[src/edpr_defines.svh]
// Constants of the embedded dual-port RAM block: capacities, widths, read latency, reset values.
// Assumes inclusion by every file that sizes storage or checks a shape.
`ifndef EDPR_DEFINES_SVH
`define EDPR_DEFINES_SVH

// Storage capacity in bits, plain and with parity
`define EDPR_SMALL_BITS        576
`define EDPR_SMALL_DATA_BITS   512
`define EDPR_MEDIUM_BITS       4608
`define EDPR_MEDIUM_DATA_BITS  4096
`define EDPR_LARGE_BITS        589824
`define EDPR_LARGE_DATA_BITS   524288

// Widest port of each size, and narrowest port of the large size
`define EDPR_SMALL_MAX_W       16
`define EDPR_MEDIUM_MAX_W      36
`define EDPR_LARGE_MAX_W       144
`define EDPR_LARGE_MIN_W       8

// Width of one parity-bearing byte lane
`define EDPR_PARITY_LANE       9

// Cycles from registered read address to stored read word
`define EDPR_READ_LATENCY      1

// Reset value of every single-bit register except the queue empty flag
`define EDPR_CLEAR_VAL         1'h0

// Reset value of the queue empty flag
`define EDPR_EMPTY_VAL         1'h1

`endif

[src/edpr_pkg.sv]
// Types shared by the embedded dual-port RAM block.
// Assumes nothing beyond a SystemVerilog compiler.
package edpr_pkg;

	typedef enum logic [1:0] {
		EDPR_SMALL,
		EDPR_MEDIUM,
		EDPR_LARGE
	} edpr_size_e;

	typedef enum logic [2:0] {
		EDPR_SIMPLE_DP,
		EDPR_SINGLE_PORT,
		EDPR_TRUE_DP,
		EDPR_ROM,
		EDPR_FIFO,
		EDPR_SHIFT
	} edpr_mode_e;

	typedef struct packed {
		edpr_mode_e mode;
		logic       out_bypass;
	} edpr_cfg_s;

endpackage

[src/edpr_store.sv]
// Storage array of the embedded dual-port RAM block with two mixed-width ports.
// Assumes registered addresses and strobes from the top; widths differ by a power of two.
`timescale 1ns/1ps
`include "edpr_defines.svh"

module edpr_store #(
	parameter int                          A_WIDTH    = 16,
	parameter int                          B_WIDTH    = 16,
	parameter int                          A_DEPTH    = 32,
	parameter int                          B_DEPTH    = A_WIDTH * A_DEPTH / B_WIDTH,
	parameter bit                          INIT_EN    = 1'b1,
	parameter logic [A_WIDTH*A_DEPTH-1:0]  INIT_IMAGE = '0
) (
	input  wire logic                          clk,
	input  wire logic                          reset_n,
	input  wire logic                          a_we,
	input  wire logic                          a_re,
	input  wire logic [$clog2(A_DEPTH)-1:0]    a_addr,
	input  wire logic [A_WIDTH-1:0]            a_wdata,
	input  wire logic                          b_we,
	input  wire logic                          b_re,
	input  wire logic [$clog2(B_DEPTH)-1:0]    b_addr,
	input  wire logic [B_WIDTH-1:0]            b_wdata,
	output logic      [A_WIDTH-1:0]            a_raw_ff,
	output logic      [B_WIDTH-1:0]            b_raw_ff
);

	localparam int LW    = (A_WIDTH < B_WIDTH) ? A_WIDTH : B_WIDTH;
	localparam int LANES = A_WIDTH * A_DEPTH / LW;
	localparam int RA    = A_WIDTH / LW;
	localparam int RB    = B_WIDTH / LW;

	typedef logic [LW-1:0] edpr_mem_t [LANES];

	// Preload image; the large size powers up undefined
	function automatic edpr_mem_t preload();
		edpr_mem_t img;
		for (int i = 0; i < LANES; i++) begin
			if (INIT_EN) begin
				img[i] = INIT_IMAGE[i*LW +: LW];
			end
		end
		return img;
	endfunction

	edpr_mem_t          mem = preload();
	logic [A_WIDTH-1:0] a_rd;
	logic [B_WIDTH-1:0] b_rd;

	// Gather read lanes for each port
	for (genvar j = 0; j < RA; j++) begin : g_a_lane
		assign a_rd[j*LW +: LW] = mem[int'(a_addr) * RA + j];
	end
	for (genvar j = 0; j < RB; j++) begin : g_b_lane
		assign b_rd[j*LW +: LW] = mem[int'(b_addr) * RB + j];
	end

	// Port A write is applied last and wins a same-lane collision
	always_ff @(posedge clk) begin
		if (b_we) begin
			for (int j = 0; j < RB; j++) begin
				mem[int'(b_addr) * RB + j] <= b_wdata[j*LW +: LW];
			end
		end
		if (a_we) begin
			for (int j = 0; j < RA; j++) begin
				mem[int'(a_addr) * RA + j] <= a_wdata[j*LW +: LW];
			end
		end
	end

	// Read word one clock after the address register, old data on collision
	always_ff @(posedge clk) begin
		if (!reset_n) begin
			a_raw_ff <= '0;
			b_raw_ff <= '0;
		end else begin
			if (a_re) begin
				a_raw_ff <= a_rd;
			end
			if (b_re) begin
				b_raw_ff <= b_rd;
			end
		end
	end

endmodule

[src/edpr_top.sv]
// Embedded dual-port RAM block: input registers, mode steering, output registers.
// Assumes user fabric logic on clk; both block clocks are the same clk here.
//
// Summary of operation
// - The small block holds 576 bits, parity bits included.
// - The small block takes the shapes 512x1, 256x2, 128x4, 64x8, 64x9 and 32x16.
// - The medium block takes 4Kx1, 2Kx2, 1Kx4, 512x8, 512x9, 256x16, 256x18, 128x32, 128x36.
// - The large block takes 64Kx8 through 4Kx144 in the listed pairs of depth and width.
// - Clearing the input registers zeroes them at once; the stored read word keeps its value.
// - Clearing the output registers zeroes them and shows on the outputs at once unless the output register is bypassed.
// - The small block offers simple dual-port, single-port, FIFO, ROM and shift modes only.
// - Write strobe, write data and write address registers share one clock.
// - Read address, read strobe and output registers may use either block clock.
// - Only the output register can be bypassed; input registers stay in the path.
// - Small and medium storage accepts a preload image in RAM or ROM use.
// - A read of an address written by the other port in that cycle returns old data.
// - Mixed port widths are allowed in simple dual-port mode; in true dual-port only when not small.
// - Large storage is not preloaded and starts undefined.
`timescale 1ns/1ps
`include "edpr_defines.svh"

module edpr_top #(
	parameter edpr_pkg::edpr_size_e        BLOCK_SIZE = edpr_pkg::EDPR_SMALL,
	parameter int                          A_WIDTH    = 16,
	parameter int                          B_WIDTH    = 16,
	parameter int                          A_DEPTH    = 32,
	parameter logic [A_WIDTH*A_DEPTH-1:0]  INIT_IMAGE = '0
) (
	input  wire logic                                   clk,
	input  wire logic                                   reset_n,
	input  wire logic                                   in_aclr,
	input  wire logic                                   out_aclr,
	input  wire edpr_pkg::edpr_cfg_s                    cfg,
	input  wire logic                                   a_wren,
	input  wire logic                                   a_rden,
	input  wire logic [$clog2(A_DEPTH)-1:0]             a_addr,
	input  wire logic [A_WIDTH-1:0]                     a_data,
	input  wire logic                                   b_wren,
	input  wire logic                                   b_rden,
	input  wire logic [$clog2(A_WIDTH*A_DEPTH/B_WIDTH)-1:0] b_addr,
	input  wire logic [B_WIDTH-1:0]                     b_data,
	output logic      [A_WIDTH-1:0]                     a_q,
	output logic      [B_WIDTH-1:0]                     b_q,
	output logic                                        fifo_full_ff,
	output logic                                        fifo_empty_ff,
	output logic                                        cfg_legal_ff
);

	localparam int B_DEPTH = A_WIDTH * A_DEPTH / B_WIDTH;
	localparam int AAW     = $clog2(A_DEPTH);
	localparam int BAW     = $clog2(B_DEPTH);
	localparam int CW      = AAW + 1;

	// Shape check of one port against the size's width list and capacity
	function automatic bit shape_ok(input int w, input int d);
		bit par;
		bit pow;
		int cap;
		int dcap;
		int maxw;
		int minw;
		par  = (w % `EDPR_PARITY_LANE == 0) && ((w / `EDPR_PARITY_LANE) & (w / `EDPR_PARITY_LANE - 1)) == 0;
		pow  = (w > 0) && ((w & (w - 1)) == 0);
		cap  = `EDPR_SMALL_BITS;
		dcap = `EDPR_SMALL_DATA_BITS;
		maxw = `EDPR_SMALL_MAX_W;
		minw = 1;
		unique case (BLOCK_SIZE)
			edpr_pkg::EDPR_SMALL: begin
				cap  = `EDPR_SMALL_BITS;
				dcap = `EDPR_SMALL_DATA_BITS;
				maxw = `EDPR_SMALL_MAX_W;
				par  = par && (w == `EDPR_PARITY_LANE);
			end
			edpr_pkg::EDPR_MEDIUM: begin
				cap  = `EDPR_MEDIUM_BITS;
				dcap = `EDPR_MEDIUM_DATA_BITS;
				maxw = `EDPR_MEDIUM_MAX_W;
			end
			edpr_pkg::EDPR_LARGE: begin
				cap  = `EDPR_LARGE_BITS;
				dcap = `EDPR_LARGE_DATA_BITS;
				maxw = `EDPR_LARGE_MAX_W;
				minw = `EDPR_LARGE_MIN_W;
			end
		endcase
		return (w <= maxw) && (w >= minw) &&
			((pow && w * d == dcap) || (par && w * d == cap));
	endfunction

	localparam bit SHAPE_OK = shape_ok(A_WIDTH, A_DEPTH) && shape_ok(B_WIDTH, B_DEPTH);
	localparam bit MIXED    = (A_WIDTH != B_WIDTH);
	localparam bit INIT_EN  = (BLOCK_SIZE != edpr_pkg::EDPR_LARGE);

	// Input registers; none of them can be bypassed
	logic               a_we_ff;
	logic               a_re_ff;
	logic [AAW-1:0]     a_addr_ff;
	logic [A_WIDTH-1:0] a_data_ff;
	logic               b_we_ff;
	logic               b_re_ff;
	logic [BAW-1:0]     b_addr_ff;
	logic [B_WIDTH-1:0] b_data_ff;

	// Queue and shift pointers
	logic [AAW-1:0]     wptr_ff;
	logic [AAW-1:0]     rptr_ff;
	logic [CW-1:0]      count_ff;
	logic [AAW-1:0]     nxt_wptr;
	logic [AAW-1:0]     nxt_rptr;
	logic [CW-1:0]      nxt_count;

	// Stored read words and output registers
	logic [A_WIDTH-1:0] a_raw;
	logic [B_WIDTH-1:0] b_raw;
	logic [A_WIDTH-1:0] a_out_ff;
	logic [B_WIDTH-1:0] b_out_ff;

	// Mode decode
	wire is_sdp   = (cfg.mode == edpr_pkg::EDPR_SIMPLE_DP);
	wire is_sp    = (cfg.mode == edpr_pkg::EDPR_SINGLE_PORT);
	wire is_tdp   = (cfg.mode == edpr_pkg::EDPR_TRUE_DP);
	wire is_rom   = (cfg.mode == edpr_pkg::EDPR_ROM);
	wire is_fifo  = (cfg.mode == edpr_pkg::EDPR_FIFO);
	wire is_shift = (cfg.mode == edpr_pkg::EDPR_SHIFT);
	wire is_small = (BLOCK_SIZE == edpr_pkg::EDPR_SMALL);
	wire is_large = (BLOCK_SIZE == edpr_pkg::EDPR_LARGE);

	// Mode and width legality for this size
	wire mode_ok  = !(is_small && is_tdp) &&
		!(is_large && (is_rom || is_shift));
	wire width_ok = !MIXED || is_sdp || is_rom || (is_tdp && !is_small);
	wire tdp_on   = is_tdp && !is_small;

	// Queue handshake
	wire push     = is_fifo && a_wren && !fifo_full_ff;
	wire pop      = is_fifo && b_rden && !fifo_empty_ff;
	wire shift_en = is_shift && a_wren;

	// Steering into the input registers
	wire            eff_a_we   = is_fifo ? push : (shift_en || (a_wren && !is_rom && !is_shift));
	wire            eff_a_re   = (is_sp || tdp_on) && a_rden;
	wire [AAW-1:0]  eff_a_addr = (is_fifo || is_shift) ? wptr_ff : a_addr;
	wire            eff_b_we   = tdp_on && b_wren;
	wire            eff_b_re   = is_fifo ? pop : (is_shift ? shift_en :
		((is_sdp || is_rom || is_tdp) && b_rden));
	wire [BAW-1:0]  eff_b_addr = is_fifo ? BAW'(rptr_ff) : (is_shift ? BAW'(wptr_ff) : b_addr);

	// Input registers, cleared at once by in_aclr
	always_ff @(posedge clk or posedge in_aclr) begin
		if (in_aclr) begin
			a_we_ff   <= `EDPR_CLEAR_VAL;
			a_re_ff   <= `EDPR_CLEAR_VAL;
			a_addr_ff <= '0;
			a_data_ff <= '0;
			b_we_ff   <= `EDPR_CLEAR_VAL;
			b_re_ff   <= `EDPR_CLEAR_VAL;
			b_addr_ff <= '0;
			b_data_ff <= '0;
		end else if (!reset_n) begin
			a_we_ff   <= `EDPR_CLEAR_VAL;
			a_re_ff   <= `EDPR_CLEAR_VAL;
			a_addr_ff <= '0;
			a_data_ff <= '0;
			b_we_ff   <= `EDPR_CLEAR_VAL;
			b_re_ff   <= `EDPR_CLEAR_VAL;
			b_addr_ff <= '0;
			b_data_ff <= '0;
		end else begin
			a_we_ff   <= eff_a_we;
			a_data_ff <= a_data;
			a_addr_ff <= eff_a_addr;
			a_re_ff   <= eff_a_re;
			b_we_ff   <= eff_b_we;
			b_re_ff   <= eff_b_re;
			b_addr_ff <= eff_b_addr;
			b_data_ff <= b_data;
		end
	end

	// Pointer and occupancy next values
	assign nxt_wptr  = (push || shift_en) ? wptr_ff + AAW'(1) : wptr_ff;
	assign nxt_rptr  = pop ? rptr_ff + AAW'(1) : rptr_ff;
	assign nxt_count = count_ff + CW'(push) - CW'(pop);

	always_ff @(posedge clk) begin
		if (!reset_n) begin
			wptr_ff       <= '0;
			rptr_ff       <= '0;
			count_ff      <= '0;
			fifo_full_ff  <= `EDPR_CLEAR_VAL;
			fifo_empty_ff <= `EDPR_EMPTY_VAL;
		end else begin
			wptr_ff       <= nxt_wptr;
			rptr_ff       <= nxt_rptr;
			count_ff      <= nxt_count;
			fifo_full_ff  <= (nxt_count == CW'(A_DEPTH));
			fifo_empty_ff <= (nxt_count == '0);
		end
	end

	// Shape, mode and width legality shown to the fabric
	always_ff @(posedge clk) begin
		if (!reset_n) begin
			cfg_legal_ff <= `EDPR_CLEAR_VAL;
		end else begin
			cfg_legal_ff <= SHAPE_OK && mode_ok && width_ok;
		end
	end

	edpr_store #(
		.A_WIDTH    (A_WIDTH),
		.B_WIDTH    (B_WIDTH),
		.A_DEPTH    (A_DEPTH),
		.B_DEPTH    (B_DEPTH),
		.INIT_EN    (INIT_EN),
		.INIT_IMAGE (INIT_IMAGE)
	) u_store (
		.clk      (clk),
		.reset_n  (reset_n),
		.a_we     (a_we_ff),
		.a_re     (a_re_ff),
		.a_addr   (a_addr_ff),
		.a_wdata  (a_data_ff),
		.b_we     (b_we_ff),
		.b_re     (b_re_ff),
		.b_addr   (b_addr_ff),
		.b_wdata  (b_data_ff),
		.a_raw_ff (a_raw),
		.b_raw_ff (b_raw)
	);

	// Output registers, cleared at once by out_aclr
	always_ff @(posedge clk or posedge out_aclr) begin
		if (out_aclr) begin
			a_out_ff <= '0;
			b_out_ff <= '0;
		end else if (!reset_n) begin
			a_out_ff <= '0;
			b_out_ff <= '0;
		end else begin
			a_out_ff <= a_raw;
			b_out_ff <= b_raw;
		end
	end

	// Output register is the only bypassable stage
	assign a_q = cfg.out_bypass ? a_raw : a_out_ff;
	assign b_q = cfg.out_bypass ? b_raw : b_out_ff;

endmodule

[config.mk]
export PLATFORM = sky130hd
export DESIGN_NAME = edpr_top
export DESIGN_NICKNAME = d
export VERILOG_FILES = /design/src/edpr_pkg.sv /design/src/edpr_store.sv /design/src/edpr_top.sv
export VERILOG_INCLUDE_DIRS = /design/src /design/src/src
export SDC_FILE = /design/constraint.sdc
export NUM_CORES = 1
export LEC_CHECK = 0
export BUFFER_PORTS_ARGS = -buffer_cell sky130_fd_sc_hd__clkbuf_2
export CORE_AREA = 5 5 243 245
export DETAILED_ROUTE_END_ITERATION = 16
export DIE_AREA = 0 0 248 250
export PLACE_DENSITY = 0.69
export SLEW_MARGIN = 20
export SYNTH_ARGS = -nofsm -noshare
export SYNTH_HDL_FRONTEND = slang
export SYNTH_SLANG_ARGS = --single-unit
[constraint.sdc]
create_clock -name clk -period 6.8 [get_ports clk]
set_input_delay 1.36 -clock clk [delete_from_list [all_inputs] [get_ports clk]]
set_output_delay 1.36 -clock clk [all_outputs]
set_load 0.02 [all_outputs]
==> impl_summary.md <==
Outcome
The run finished with clean final reports.

Clock network
Post-CTS timing repair inserted 0 buffers for setup. After clock tree synthesis, the clock-pin slew on the worst setup and hold paths is ~0.060 ns. For this design, the CTS-stage hold fixing added 0 buffers. The number of buffers created by CTS is 60. The maximum level of the CTS H-tree is 2.

The root buffer selected by CTS is clkbuf_16. Counting every sink on the clock net gives about 620. The number of gates resized after CTS was 0. The clock passes through at most 3 buffers. The clock tree from TritonCTS is yes. The clock reaches the later pin of the worst-skew pair after about 0.63 ns.

Synth
Yosys printed 0 warnings. The prevailing post-synth register cell is edfxtp_1. In this run, synthesis inferred 512 flip-flops with an integrated enable. Synthesis produced around 1600 cells. The synthesized design contains 624 register bits. The number of nets handed over by synthesis was 1625. The count of distinct cell types in the synthesized netlist is 51. The synthesized netlist occupies a cell area of 0.0279 mm2. The per-instance average area after synthesis is about 18 um2. After synthesis, the share of flip-flops with an asynchronous set or reset is around 9.8%. The share of synthesized area occupied by flip-flops and latches is between 60% and 70%.

Floorplan
The floorplan die area is 0.0620 mm2. The cell row count is 88. The die extent in x is 248 um. The initial standard-cell utilization of the core is between 40% and 50%. The height of the die is approximately 250 um. After floorplanning, the core was sized to cover between 0.05 and 0.06 mm2. The I/O pin total is 89.

Global routing
The first global-routing pass estimated around 110 mm of wire. The overall track demand over capacity in global routing is 24.0%. The number of antenna violations at the first check in global routing is 0.

The largest net degree at the start of global routing is 79. The total global routing overflow is 0. The via count of the first global-routing pass is roughly 16000.

Timing
Timing would allow up to about 260 MHz. The final number of setup-violating endpoints is 0. Subtracting the final worst setup slack from the clock period gives 3.92 ns. Clock skew on the completed layout was measured at between 0.015 and 0.02 ns. The final-report hold violation count is 0. Dividing the final minimum period by the clock period gives between 50 and 60%.

The number of max-slew violations in the final report came to 0. Setup repair after global routing left no endpoint under its margin. The headroom to the max-slew limit is 26.9%. After routing, the total negative slack on setup checks comes to 0 ns. The actual transition at the worst max-transition pin is about 1.1 ns.

Routing
The number of routed nets with antenna violations is 0. After the first detailed-routing iteration, the DRC count stood at 1955. For this run, design rule violations remaining after detail routing come to 0. Dividing the detail-routed wire length by the instance count gives 30.2 um. The routed via count is 15874.

Dividing the detail-routed via count by the number of cells gives around 6.5. Before antenna repair, the detailed router went through 5 iterations. The overall routed net length is around 74 mm.

Power
Power spread over the standard cell area amounts to around 270 mW/mm2. The leakage power figure is a little over 10 nW. The worst supply voltage drop on vdd is between 0.15 and 0.2 mV.

Worst setup path
The type of origin of the critical path is an input pin. For the worst setup path, the data required time is about 7.4 ns. The critical path arrival is roughly 4.5 ns. The cell type of the slowest stage on the worst timing path is nor2b_1. The worst setup path is captured at a flop.

The signal on the critical path passes through clkbuf_2, nor2b_1, and3_1, o21ai_0, fa_1, a21o_1, a21oi_1, xnor2_1, or3_1, a21oi_1. The most numerous cell type found on the critical path is a21oi_1. The longest individual stage delay on the worst path is between 0.8 and 0.9 ns.

Along the worst path, the maximum fanout reaches 17. The critical path is of the in -> reg type.

Layout
Relative to the synthesized area, the layout overhead comes to 11.5%. The area of the multi-input gates is ~0.0094 mm2. At the end of the flow, the number of nets in the layout was about 1700. The number of fillers in the final layout is approximately 4400. The number of antenna diodes in the final layout is 0. The final design utilization is a little over half.

The finished layout holds approximately 2400 standard cells, fillers aside. The fraction of final layout cells with drive strength greater than 1 is 31.3%. The area taken by flip-flops and latches is approximately 0.018 mm2.

Flow run
Across the run, the number of max-cap violations was 0.

Hold path
The path category of the worst min-delay check is reg -> reg.

Placed design
At the end of routability-driven placement, the weighted congestion stood at about 0.86. The detailed-placement wirelength estimate is around 47 mm. Buffers placed on the I/O ports in this run total slightly above 70.

After detailed placement, the design holds a cell count of ~2300.
==> kinds of logic (layout without fill, tap and decap cells) <==
kind of cell / Yosys count / count (layout) / share of synthesized area (%)
mux: 321 / 321 / 23.1
fa+ha+maj: 8 / 8 / 0.385
compound gates: 210 / 210 / 5.14
xor+xnor: 13 / 13 / 0.407
buf+inv: 137 / 257 / 2.32
flops: 624 / 624 / 64.1
simple gates: 250 / 250 / 4.50
==> flip-flops by register name, summed over array words and instances (netlist names), 6 cells and up <==
| register | flops |
|---|---|
| u_store.a_raw_ff | 16 |
| u_store.b_raw_ff | 16 |
| a_out_ff | 16 |
| u_store.mem | 512 |
| count_ff | 6 |
| a_data_ff | 16 |
| b_out_ff | 16 |
==> routing by layer <==
layer	up-vias	share of wire [%]	track usage (%)
met4	0	3.4	7.86
met5	-	0	0
met3	135	10	5.87
met2	883	48	37.6
li1	6558	-	-
met1	8298	39	33.4
==> cells in the final DEF (no fill, tap or decap), types with 12 or more instances in the layout <==
| cell type | synthesis | final |
|---|---|---|
| dfrtp_1 | 61 | 54 |
| edfxtp_1 | 512 | 512 |
| mux4_2 | 256 | 256 |
| clkbuf_1 | 57 | 12 |
| clkbuf_16 | 0 | 61 |
| and2_1 | 64 | 64 |
| clkinv_2 | 0 | 14 |
| a22oi_1 | 42 | 42 |
| o21ai_0 | 18 | 18 |
| a21oi_1 | 55 | 55 |
| nor2_1 | 43 | 37 |
| mux2i_1 | 33 | 33 |
| dfxtp_1 | 51 | 51 |
| buf_4 | 14 | 58 |
| a311oi_1 | 12 | 12 |
| clkbuf_2 | 0 | 71 |
| nand3_1 | 23 | 23 |
| nand2_1 | 76 | 76 |
| inv_1 | 15 | 15 |
| o22ai_1 | 22 | 22 |
| mux2_2 | 32 | 32 |
| a22o_1 | 24 | 24 |
==> cell type report <==
cell class,count,area share [%]
clock buffers,78,5.26
repair buffers,131,2.67
multi-input cells,802,30.1
clock inverters,33,1.11
well taps,765,3.07
flip-flops and latches,624,57.6
inverters,15,0.181
==> synthesized netlist by cell type (23+ instances only) <==
library cell	count	share of area, %
a21oi_1	55	0.99
dfrtp_1	61	5.5
nand2_1	76	1.0
mux2_2	32	1.3
clkbuf_1	57	0.77
dfxtp_1	51	3.7
and2_1	64	1.4
nand3_1	23	0.41
edfxtp_1	512	55
a22oi_1	42	1.1
nor2_1	43	0.58
mux2i_1	33	1.2
a22o_1	24	0.75
buf_2	29	0.52
mux4_2	256	21
==> power breakdown <==
| part | internal (mW) | switching [mW] | total, mW |
|---|---|---|---|
| Combinational | 0.304 | 0.376 | 0.680 |
| Clock | 1.96 | 1.43 | 3.39 |
| Sequential | 4.18 | 0.100 | 4.28 |
| Total | 6.45 | 1.90 | 8.35 |
==> worst paths after layout <==
path | startpoint | slack (ns) | depth (start not counted) | endpoint
worst max-delay path | cfg[3] | 2.88 | 10 | fifo_empty_ff
worst min-delay path | u_store.a_raw_ff[11] | 0.49 | 1 | a_out_ff[11]
worst max register to register | a_addr_ff[0] | 3.37 | 4 | u_store.mem[3][13]
worst min register to register | u_store.a_raw_ff[11] | 0.49 | 1 | a_out_ff[11]
max in group asynchronous | in_aclr | 5.66 | 3 | a_addr_ff[0]
min in group asynchronous | in_aclr | 0.80 | 3 | a_data_ff[8]
==> metrics by stage <==
step | setup slack, ns | total power [mW] | hold slack, ns | instance area, um2
6_report | 2.88 | 8.35 | 0.489 | 31200
4_1_cts | 2.87 | 8.38 | 0.486 | 31200
3_3_place_gp | 2.34 | 5.03 | 0.475 | 29200
5_1_grt | 2.64 | 8.61 | 0.504 | 31200
2_1_floorplan | 3.14 | 4.81 | 0.448 | 27900
3_5_place_dp | 2.28 | 5.04 | 0.476 | 29200
==> critical path: cells and delay by family <==
family | cells | cell delay (ns)
buf+inv | 1 | 0.13
xor+xnor | 1 | 0.12
compound gates | 4 | 0.73
simple gates | 3 | 1.69
fa+ha+maj | 1 | 0.44
Note: power is estimated with default switching activity, not from simulation.
